## src/shared/fbp_pkg.sv

```systemverilog
// constants, types and carriers for the burst pacing and handshake block
// Summary of operation
// - Each granted service-request poll moves one burst as long as possible, from one to thirty-two words.
// - A burst is limited by the words held in the FIFO (input) or the free spaces in it (output).
// - During output, once the FIFO holds more than fifty-five words the burst ends by releasing burst_request_n.
// - During input, no burst is taken while fewer than eight words wait in the FIFO.
// - In FIFO handshake mode every low pulse of the control strobe lasts at least one hundred nanoseconds.
// - Output data stands on the data lines for one hundred nanoseconds before the control strobe rises.
// - Received data is taken only after a one hundred nanosecond deskew wait.
// - After the peripheral flag during output, the next word is placed and the strobe cycles low then high, with setup done first.
// - This block waits in standby and checks that the other party is powered before connecting; the peripheral model does no such check.
// - The two parties never both talk or both listen at the same time.
// - The peripheral end input and host end output may end a transfer cleanly when word counts differ.
// - In FIFO-mode output the strobe rises at least two clocks after data is ready and drops one clock after the flag.
// - In FIFO-mode output a falling edge on the peripheral end input before the next strobe aborts the pending word.
// - The peripheral flag is combined with the polarity select through an exclusive-NOR before the state machine.
package fbp_pkg;

  localparam int unsigned CLK_MHZ = 40;
  localparam int unsigned STROBE_LOW_NS = 100;
  localparam int unsigned DATA_SETUP_NS = 100;
  localparam int unsigned DESKEW_NS = 100;
  localparam int unsigned STROBE_DELAY_CLK = 2;
  // least times round up to whole cycles
  localparam int unsigned SETUP_RAW = (DATA_SETUP_NS * CLK_MHZ + 999) / 1000;
  localparam int unsigned SETUP_EFF = (SETUP_RAW > STROBE_DELAY_CLK) ? SETUP_RAW : STROBE_DELAY_CLK;
  localparam logic [2:0] SETUP_CYC = 3'(SETUP_EFF);
  localparam logic [2:0] DESKEW_CYC = 3'((DESKEW_NS * CLK_MHZ + 999) / 1000);
  localparam logic [2:0] STROBE_LOW_CYC = 3'((STROBE_LOW_NS * CLK_MHZ + 999) / 1000);

  localparam logic [5:0] BURST_MAX = 6'h20;
  localparam logic [6:0] FIFO_DEPTH = 7'h40;
  localparam logic [6:0] OUT_HIGH_MARK = 7'h37;
  localparam logic [6:0] IN_MIN_WORDS = 7'h08;

  typedef enum logic [3:0] {
    S_IDLE = 4'h0,
    S_LOAD = 4'h1,
    S_SETUP = 4'h2,
    S_STROBE = 4'h3,
    S_HALT = 4'h4,
    S_IN_READY = 4'h5,
    S_IN_DESKEW = 4'h6,
    S_IN_LOW = 4'h7
  } fbp_state_e_t;

  // FIFO word: data plus the end marks carried beside it
  typedef struct packed {
    logic host_end_output;
    logic peripheral_end_input;
    logic [15:0] data;
  } fbp_word_t;

  typedef struct packed {
    logic [15:0] data;
    logic data_oe;
    logic peripheral_control_strobe;
    logic host_end_output_n;
  } fbp_front_t;

  typedef struct packed {
    fbp_state_e_t fsm;
    logic [2:0] tmr;
    logic dir;
    logic [1:0] flag_sy;
    logic flag_prev;
    logic [1:0] peripheral_end_input_sy;
    logic peripheral_end_input_prev;
    logic [1:0] pwr_sy;
    logic [15:0] din_sy1;
    logic [15:0] din_sy2;
    fbp_front_t front;
    fbp_word_t in_word;
    logic push;
    logic pop;
    logic halted;
    logic bursting;
    logic [5:0] words;
    logic bp_req;
    logic poll_ans;
  } fbp_regs_t;

endpackage : fbp_pkg

```

## src/core/fbp_pacer.sv

```systemverilog
// burst pacing toward the backplane and FIFO-mode handshake toward the frontplane
`timescale 1ns/100ps
`default_nettype none

module fbp_pacer (
  input wire logic clock_i,
  input wire logic rst_i,
  input wire logic enable_i,
  input wire logic out_dir_i,
  input wire logic edge_select_i,
  input wire logic poll_i,
  input wire logic grant_i,
  input wire logic bp_word_i,
  input wire logic [6:0] fifo_count_i,
  output logic poll_answer_o,
  output logic burst_request_n_o,
  input wire logic out_valid_i,
  input wire fbp_pkg::fbp_word_t out_word_i,
  output logic out_pop_o,
  input wire logic in_ready_i,
  input wire logic in_last_i,
  output logic in_push_o,
  output fbp_pkg::fbp_word_t in_word_o,
  input wire logic peripheral_flag_input_i,
  input wire logic peripheral_end_input_i,
  input wire logic peer_power_i,
  input wire logic [15:0] front_data_i,
  output fbp_pkg::fbp_front_t front_o,
  output logic halted_o
);

  fbp_pkg::fbp_regs_t q;
  fbp_pkg::fbp_regs_t d;
  logic flag_eff;
  logic flag_rise;
  logic peripheral_end_input_fall;
  logic bp_ok;
  logic burst_end;
  logic [6:0] cnt_next;

  // only the second stage of each synchroniser feeds logic
  assign flag_eff = ~(q.flag_sy[1] ^ edge_select_i);
  assign flag_rise = flag_eff & ~q.flag_prev;
  assign peripheral_end_input_fall = q.peripheral_end_input_prev & ~q.peripheral_end_input_sy[1];

  always_comb begin
    d = q;
    d.push = 1'b0;
    d.pop = 1'b0;
    d.poll_ans = 1'b0;
    d.flag_sy = {q.flag_sy[0], peripheral_flag_input_i};
    d.peripheral_end_input_sy = {q.peripheral_end_input_sy[0], peripheral_end_input_i};
    d.pwr_sy = {q.pwr_sy[0], peer_power_i};
    d.din_sy1 = front_data_i;
    d.din_sy2 = q.din_sy1;
    d.flag_prev = flag_eff;
    d.peripheral_end_input_prev = q.peripheral_end_input_sy[1];

    // output needs room below the high mark, input needs a worthwhile backlog
    if (out_dir_i) begin
      bp_ok = (fifo_count_i <= fbp_pkg::OUT_HIGH_MARK) && (fifo_count_i < fbp_pkg::FIFO_DEPTH);
    end else begin
      bp_ok = fifo_count_i >= fbp_pkg::IN_MIN_WORDS;
    end
    // the count lags the word strobe, so judge the level this word leaves behind
    cnt_next = q.dir ? fifo_count_i + 7'h01 : fifo_count_i - 7'h01;
    if (q.dir) begin
      burst_end = (cnt_next > fbp_pkg::OUT_HIGH_MARK) || (cnt_next >= fbp_pkg::FIFO_DEPTH);
    end else begin
      burst_end = cnt_next == 7'h00;
    end
    if ((q.words + 6'h01) == fbp_pkg::BURST_MAX) begin
      burst_end = 1'b1;
    end

    d.poll_ans = poll_i & enable_i & bp_ok & (q.fsm != fbp_pkg::S_IDLE);
    if (!q.bursting) begin
      if (grant_i && enable_i && bp_ok && (q.fsm != fbp_pkg::S_IDLE)) begin
        d.bursting = 1'b1;
        d.bp_req = 1'b1;
        d.words = 6'h00;
      end
    end else if (!enable_i) begin
      d.bursting = 1'b0;
      d.bp_req = 1'b0;
    end else if (bp_word_i) begin
      d.words = q.words + 6'h01;
      if (burst_end) begin
        d.bursting = 1'b0;
        d.bp_req = 1'b0;
      end
    end

    case (q.fsm)
      fbp_pkg::S_IDLE: begin
        d.front.peripheral_control_strobe = 1'b0;
        d.front.data_oe = 1'b0;
        d.front.host_end_output_n = 1'b1;
        // standby until the far machine is seen powered
        if (enable_i && q.pwr_sy[1]) begin
          d.dir = out_dir_i;
          d.front.data_oe = out_dir_i;
          d.fsm = out_dir_i ? fbp_pkg::S_LOAD : fbp_pkg::S_IN_READY;
        end
      end
      fbp_pkg::S_LOAD: begin
        d.front.peripheral_control_strobe = 1'b0;
        if (peripheral_end_input_fall) begin
          d.fsm = fbp_pkg::S_HALT;
          d.halted = 1'b1;
        end else if (out_valid_i) begin
          // peek only: the word leaves the FIFO when the peripheral takes it
          d.front.data = out_word_i.data;
          d.front.host_end_output_n = ~out_word_i.host_end_output;
          d.tmr = fbp_pkg::SETUP_CYC - 3'h1;
          d.fsm = fbp_pkg::S_SETUP;
        end
      end
      fbp_pkg::S_SETUP: begin
        if (peripheral_end_input_fall) begin
          d.fsm = fbp_pkg::S_HALT;
          d.halted = 1'b1;
        end else if (q.tmr == 3'h0) begin
          d.front.peripheral_control_strobe = 1'b1;
          d.fsm = fbp_pkg::S_STROBE;
        end else begin
          d.tmr = q.tmr - 3'h1;
        end
      end
      fbp_pkg::S_STROBE: begin
        // the flag answer is the far side's job; we only wait for it
        if (flag_rise) begin
          d.front.peripheral_control_strobe = 1'b0;
          d.pop = 1'b1;
          d.fsm = fbp_pkg::S_LOAD;
        end
      end
      fbp_pkg::S_HALT: begin
        d.front.peripheral_control_strobe = 1'b0;
      end
      fbp_pkg::S_IN_READY: begin
        d.front.peripheral_control_strobe = in_ready_i;
        if (in_ready_i && !q.front.peripheral_control_strobe) begin
          d.front.host_end_output_n = ~in_last_i;
        end
        if (q.front.peripheral_control_strobe && flag_rise) begin
          d.tmr = fbp_pkg::DESKEW_CYC - 3'h1;
          d.fsm = fbp_pkg::S_IN_DESKEW;
        end else if (q.front.peripheral_control_strobe && !in_ready_i) begin
          // a lost slot still owes the peripheral a full-width low pulse
          d.tmr = fbp_pkg::STROBE_LOW_CYC - 3'h1;
          d.fsm = fbp_pkg::S_IN_LOW;
        end
      end
      fbp_pkg::S_IN_DESKEW: begin
        if (q.tmr == 3'h0) begin
          d.push = 1'b1;
          d.in_word = '{host_end_output: 1'b0, peripheral_end_input: ~q.peripheral_end_input_sy[1], data: q.din_sy2};
          d.front.peripheral_control_strobe = 1'b0;
          d.tmr = fbp_pkg::STROBE_LOW_CYC - 3'h1;
          d.fsm = fbp_pkg::S_IN_LOW;
        end else begin
          d.tmr = q.tmr - 3'h1;
        end
      end
      fbp_pkg::S_IN_LOW: begin
        d.front.host_end_output_n = 1'b1;
        if (q.tmr == 3'h0) begin
          d.fsm = fbp_pkg::S_IN_READY;
        end else begin
          d.tmr = q.tmr - 3'h1;
        end
      end
      default: begin
        d.fsm = fbp_pkg::S_IDLE;
      end
    endcase

    // losing enable or the peer drops the link back to standby at once
    if (q.fsm != fbp_pkg::S_IDLE && (!enable_i || !q.pwr_sy[1])) begin
      d.fsm = fbp_pkg::S_IDLE;
      d.halted = 1'b0;
      d.pop = 1'b0;
      d.push = 1'b0;
      d.front.peripheral_control_strobe = 1'b0;
      d.front.data_oe = 1'b0;
      d.front.host_end_output_n = 1'b1;
    end
  end

  always_ff @(posedge clock_i) begin
    if (rst_i) begin
      q <= '0;
      q.front.host_end_output_n <= 1'b1;
    end else begin
      q <= d;
    end
  end

  assign poll_answer_o = q.poll_ans;
  assign burst_request_n_o = ~q.bp_req;
  assign out_pop_o = q.pop;
  assign in_push_o = q.push;
  assign in_word_o = q.in_word;
  assign front_o = q.front;
  assign halted_o = q.halted;
endmodule : fbp_pacer

`default_nettype wire

```

## config.mk

```make
export PLATFORM = sky130hd
export DESIGN_NAME = fbp_pacer
export DESIGN_NICKNAME = d
export VERILOG_FILES = /design/src/shared/fbp_pkg.sv /design/src/core/fbp_pacer.sv
export SDC_FILE = /design/constraint.sdc
export NUM_CORES = 1
export LEC_CHECK = 0
export BUFFER_PORTS_ARGS = -buffer_cell sky130_fd_sc_hd__buf_4
export CELL_PAD_IN_SITES_DETAIL_PLACEMENT = 1
export CELL_PAD_IN_SITES_GLOBAL_PLACEMENT = 2
export CORE_MARGIN = 2
export CORE_UTILIZATION = 29
export CTS_BUF_LIST = sky130_fd_sc_hd__clkbuf_8 sky130_fd_sc_hd__clkbuf_16
export CTS_CLUSTER_DIAMETER = 100
export CTS_CLUSTER_SIZE = 20
export DETAILED_ROUTE_END_ITERATION = 12
export PLACE_DENSITY_LB_ADDON = 0.1
export SLEW_MARGIN = 40
export SYNTH_ARGS = -nofsm -noshare
export SYNTH_HDL_FRONTEND = slang
export SYNTH_SLANG_ARGS = --single-unit
```

## constraint.sdc

```tcl
create_clock -name clock_i -period 2.35 [get_ports clock_i]
set_clock_uncertainty 0.05 [all_clocks]
set_input_delay 0 -clock clock_i [delete_from_list [all_inputs] [get_ports clock_i]]
set_output_delay 0 -clock clock_i [all_outputs]
set_load 0.05 [all_outputs]
```

---- Yosys cells after proc, flatten, opt, wreduce, memory -nomap -nowiden ----
Cells that the tools add are included.
word-level totals
  flip-flop bits (word level) ............. 96
  input bits .............................. 55
  output and inout bits ................... 42
  word-level logic and storage cells ...... 152
operators by class
  add/subtract/negate cells ............... 4
  magnitude comparators ................... 5
  eq/ne operators ......................... 24
  mux-type cells .......................... 41
  bitwise operators ....................... 16
  reductions and logical operators ........ 39
operators with widths
  operator                                                           number
  one-hot mux 4 bit (8 select lines)                                 1
  two-way mux 4 bit                                                  7
  two-way mux 7 bit                                                  4
  two-way mux 8 bit                                                  3
  != test 2 bit, second input constant                               11
  two-way mux 1 bit                                                  17
  == test 4 x 3 -> 1 bit, second input constant                      4
  two-way mux 3 bit                                                  5
  one-hot mux 3 bit (5 select lines)                                 1
  != test 3 bit, second input constant                               4
  NOT 1 bit                                                          10
  AND reduction 5 bit                                                2
  nonzero test 5 bit                                                 2
  logical AND 1 bit                                                  9
  AND reduction 3 bit                                                3
  OR reduction 3 bit                                                 3
  == test 4 x 2 -> 1 bit, second input constant                      2
  AND reduction 8 bit                                                1
  adder 7 x 1 -> 7 bit, second input constant                        1
  greater-or-equal comparator 7 x 4 -> 1 bit, second input constant  1
  greater-or-equal comparator 7 bit, second input constant           1
  > comparator 7 x 6 -> 1 bit, second input constant                 1
  less-or-equal comparator 7 x 6 -> 1 bit, second input constant     1
  logical NOT 7 bit                                                  1
  22 further kinds                                                   34

---- Longest topological paths before layout ----
  word-level depth ........................ 10
  mapped depth ............................ 9
  mapped depth without buffers ............ 9

---- Worst setup path before layout ----
OpenSTA, ideal clock, no wires.
  path type ............................... register to register
  start ................................... register q[89] (netlist name)
  end ..................................... register q[1] (netlist name)
  library setup time ...................... 136 ps
  arrival ................................. 2098 ps
  required time ........................... 2164 ps
  setup slack ............................. 66 ps
  cell stages (with the launch flop) ...... 9
  buffers on the path ..................... 0
  clock period less this slack ............ 2284 ps
  cell sequence ........................... dfxtp_1 -> inv_1 -> fa_1 -> a211oi_2 -> nor2_1 -> xor2_1 -> or4_1 -> o221ai_2 -> a31oi_1
between the ends
  longest elaborated chain between the ends .. 7
  elaborated cells on any way between the ends .. 9
  those cells by class .................... order compare: 2; eq/ne: 1; mux: 3; reduce/logical: 3
RTL lines
  item                                                                              RTL line         RTL
  start, declared                                                                   fbp_pacer.sv:32  fbp_pkg::fbp_regs_t q;
  two-way mux 7 bit                                                                 fbp_pacer.sv:66  cnt_next = q.dir ? fifo_count_i + 7'h01 : fifo_count_i - 7'h01;
  > comparator 7 x 6 -> 1 bit or greater-or-equal comparator 7 bit (tied branches)  fbp_pacer.sv:68  burst_end = (cnt_next > fbp_pkg::OUT_HIGH_MARK) || (cnt_next >= fbp_pkg::FIFO_DEPTH);
  logical OR 1 bit                                                                  fbp_pacer.sv:68
  two-way mux 1 bit (*)                                                             fbp_pacer.sv:67  if (q.dir) begin
  two-way mux 1 bit (*)                                                             fbp_pacer.sv:72  if ((q.words + 6'h01) == fbp_pkg::BURST_MAX) begin
  != test 3 x 2 -> 1 bit (no line) (*)                                              n/a
  AND reduction 3 bit (no line) (*)                                                 n/a
Mark *: on every way between the ends. The rest lies on a longest branch, timed or not.
A chain may end at the register's enable or synchronous reset.

---- Worst setup path in the final report ----
Same ends and word-level chain as after synthesis.

==> impl.org <==
** Timing
- Final setup violation count :: 0
- Setup repair after global routing could not meet its margin everywhere.
- Derived from the worst setup path, the maximum achievable clock frequency is 0.430 GHz.
- Slew Limit Fails :: 0
- The number of hold violations in the final report was 0.
- At the pin with the least slew margin, the transition time is 0.530 ns.
- Measured against its own limit, the worst slew margin works out to 64.5%.
- Shortest clock period the worst path allows after layout :: 2.33 ns
- Setup total negative slack on the finished layout was measured at 0 ns.
- Final hold analysis gives a worst-case slack of 0.0278 ns.
- The worst path uses 99.0% of the clock period.

** Worst setup path
- Maximum fanout along the worst path :: 4
- Traced cell by cell, the critical path runs through inv_4 > fa_2 > a211oi_4 > nor2_2 > xor2_2 > or4_4 > o221ai_4 > a31oi_1.
- Critical path's top delay family :: compound AO/OA/AOI/OAI gates
- Together, buffers and inverters on the worst path number 1.
- Crit path largest cell delay :: 0.51 ns
- Kind of end point of the critical path :: register
- Slowest stage cell, crit path :: or4_4
- STA classifies the critical path startpoint as a register.
- At the worst endpoint, the required time is 2.51 ns.
- The worst setup path is of the reg -> reg kind.
- CP arrival :: 2.49 ns

** Pwr
- P_leak :: 2.44 nW
- Pwr Total :: 4.56 mW
- IR drop worst, VDD :: 0.307 mV
- In this run the power density over the cells is 789 mW/mm^2.

** GRT
- Pin count of the biggest net entering global routing :: 83
- For this run the aggregate overflow at the end of global routing stands at 0.
- The initial antenna violation count was 0.
- The via count of the first global-routing pass was 3471.
- Global-route wire length before repair :: 16.5 mm
- Global routing consumed, over all layers together, 13.7% of the routing resources.

** Cells and area
- Footprint of the multi-input gates :: 0.00205 sq mm
- Register Area :: 0.00190 sq mm
- Antenna cell count :: 0
- Share of layout cells above drive strength 1 :: 27.7%
- Synth-to-Final Area Change :: 38.6%
- Number of filler instances in the final layout :: 1584
- In the final design database the tool counted 636 nets.

** Floorplanning
- In this run the horizontal extent of the chip is 124 um.
- Once the floorplan was initialized, standard cells occupied 29.8% of the core.
- After floorplanning, the core was sized to cover 0.0140 sq mm.
- Cell row count :: 43
- 97 I/O pins were placed.
- Height of the die :: 124 um
- The floorplan step defined a die boundary enclosing 0.0154 sq mm.

** Detailed routing
- After detailed routing, the number of remaining DRC violations is 0.
- Routed length per placed instance :: 13.5 um
- Remaining number of nets flagged by the antenna check after routing :: 0
- The first TritonRoute pass finished after 4 iterations.
- After the first detailed-routing iteration, the DRC count stood at 152.
- Vias after detailed routing :: 3392
- Using the TritonRoute via totals, the vias-per-cell ratio works out to 4.49.
- Final wirelength :: 10.2 mm

** CTS
- After clock tree synthesis, the clock-pin slew on the worst setup and hold paths is 0.07 ns.
- Clock buffers created by TritonCTS :: 9
- TritonCTS clock tree :: built
- Clock tree synthesis selected as its root buffer the cell clkbuf_16.
- The H-tree generated during clock tree synthesis spans 3 levels.
- Clk_lat worst skew :: 0.34 ns
- No sink is reached through more buffers than the 2 on the longest clock path.
- Clock sink total :: 95

** Logic synthesis
- Cells taking the most area after synthesis :: dfxtp_1 (46%), buf_4 (7.0%), nor2b_1 (6.6%)
- The synthesized design contains 0 enable-type register cells.
- Synth Net Count :: 530
- In the synthesized netlist the async set-or-reset flop fraction comes to 0%.
- Average cell area after synthesis :: 8.99 sq um
- Post-Syn Area :: 0.00417 sq mm
- In this run, distinct cell masters in the synthesized netlist total 49.
- Of all cell types, the one taking the most synthesized area is dfxtp_1.
- Post-synth top flop :: dfxtp_1
- For this run, the number of Yosys warnings is 0.
- The cell count after synthesis came out at 464.
- The synthesized design devotes to its leading area cell type 45.6% of total area.
- Proportion of synthesized chip area in sequential cells :: 45.6%
- Synth Register Bits :: 95

** Run
- Across the run, the number of max-cap violations was 0.

** Place
- Last weighted congestion value of the routability-driven placer :: 0.860
- Total of buffers placed on input and output ports :: 94
- Detail Placement HPWL :: 6.76 mm

** Run status
- Result of the run :: completed

** Hold path
- The min-delay analysis places its worst path in the category in -> reg.
[power breakdown]
group	switching, mW	total [mW]	internal, mW	leakage [nW]
clock network	0.639	1.36	0.721	0.135
logic	0.782	1.39	0.612	1.53
registers	0.0869	1.81	1.72	0.775
total	1.51	4.56	3.05	2.44
[worst paths after layout]
kind,from,to,slack (ns),cells after the start
hold / removal,in_ready_i,front_o[1],0.03,5
hold reg to reg,q[64],in_word_o[15],0.38,2
setup reg to reg,q[89],q[1],0.02,8
setup / recovery,q[89],q[1],0.02,8
[cells in the final DEF (no fill, tap or decap), types with 13 or more instances in the layout]
| master | n |
|---|---|
| nor2_1 | 44 |
| buf_4 | 110 |
| nor2b_1 | 44 |
| dlygate4sd3_1 | 42 |
| nand2_1 | 49 |
| a21oi_1 | 33 |
| inv_1 | 13 |
| dfxtp_1 | 94 |
| mux2i_1 | 23 |
| o21ai_0 | 14 |
[kinds of logic (layout without fill, tap and decap cells)]
group	count (synthesis)	after routing	synth area share, %
muxes	23	23	5.52
and+or+nand+nor	175	175	21.3
buffers and inverters	72	183	10.0
AOI/OAI and AO/OA	83	83	13.2
adders and majority gates	11	11	3.48
xor gates and xnor gates	4	4	0.840
DFF	95	95	45.6
other	1	1	0.0899
[what timing repair did]
item	in CTS	in global routing
hold buffers	42	0
buffers inserted	3	3
pin swaps	5	15
setup endpoints to repair	2	2
endpoints found under the hold margin	44	0
gates resized for setup	15	20
[stage by stage]
stage | setup slack [ns] | cell area (sq um) | std cells | util [%]
3_5_place_dp | -0.0945 | 4840 | 692 | 34.6
2_1_floorplan | 0.0662 | 4170 | 464 | -
3_3_place_gp | 0.0159 | 4840 | 692 | 34.6
6_report | 0.0229 | 5780 | 755 | 41.3
5_1_grt | -0.0269 | 5780 | 755 | 41.3
4_1_cts | 0.0175 | 5640 | 753 | 40.3
[sequential cells by signal, indices dropped and copies added (netlist names)]
| name | flops |
|---|---|
| halted_o | 1 |
| poll_answer_o | 1 |
| in_word_o | 17 |
| out_pop_o | 1 |
| q | 35 |
| d | 20 |
| in_push_o | 1 |
| front_o | 19 |
[synthesized netlist by cell type, types with 3 or more instances]
| cell | number |
|---|---|
| xor2_1 | 3 |
| or4_1 | 3 |
| inv_1 | 13 |
| a211oi_2 | 4 |
| buf_4 | 39 |
| clkbuf_1 | 17 |
| nand2b_1 | 4 |
| dfxtp_1 | 95 |
| nor2_1 | 45 |
| a211oi_1 | 4 |
| nor2b_1 | 44 |
| nand4_1 | 3 |
| o22ai_1 | 3 |
| ha_1 | 10 |
| nand3_1 | 8 |
| nand2_1 | 49 |
| a21oi_1 | 34 |
| a311oi_1 | 3 |
| nor3_1 | 4 |
| a31oi_1 | 5 |
| mux2i_1 | 23 |
| o21ai_0 | 16 |
[layout make-up]
class / count / share of cell area [%]
multi-input combinational: 297 / 35.4
sequential: 95 / 32.9
clock inverter: 7 / 0.844
timing repair buffer: 154 / 22.2
tap: 180 / 3.89
inverter: 13 / 0.887
clock buffer: 9 / 3.89
[per-layer routing]
layer / track usage (%) / up-vias / part of all wire [%]
met4: 5.27 / 0 / 1.4
li1: - / 1739 / -
met3: 3.98 / 12 / 4.5
met2: 22.9 / 65 / 48
met5: 0 / - / 0
met1: 16.7 / 1576 / 46
[worst min-delay path, stage by stage]
cell and delay, ns:
buf_4 0.09, o211ai_1 0.07, o21ai_0 0.07, mux2i_1 0.07, nor2_1 0.07
Power figures use the tool's default switching activity.
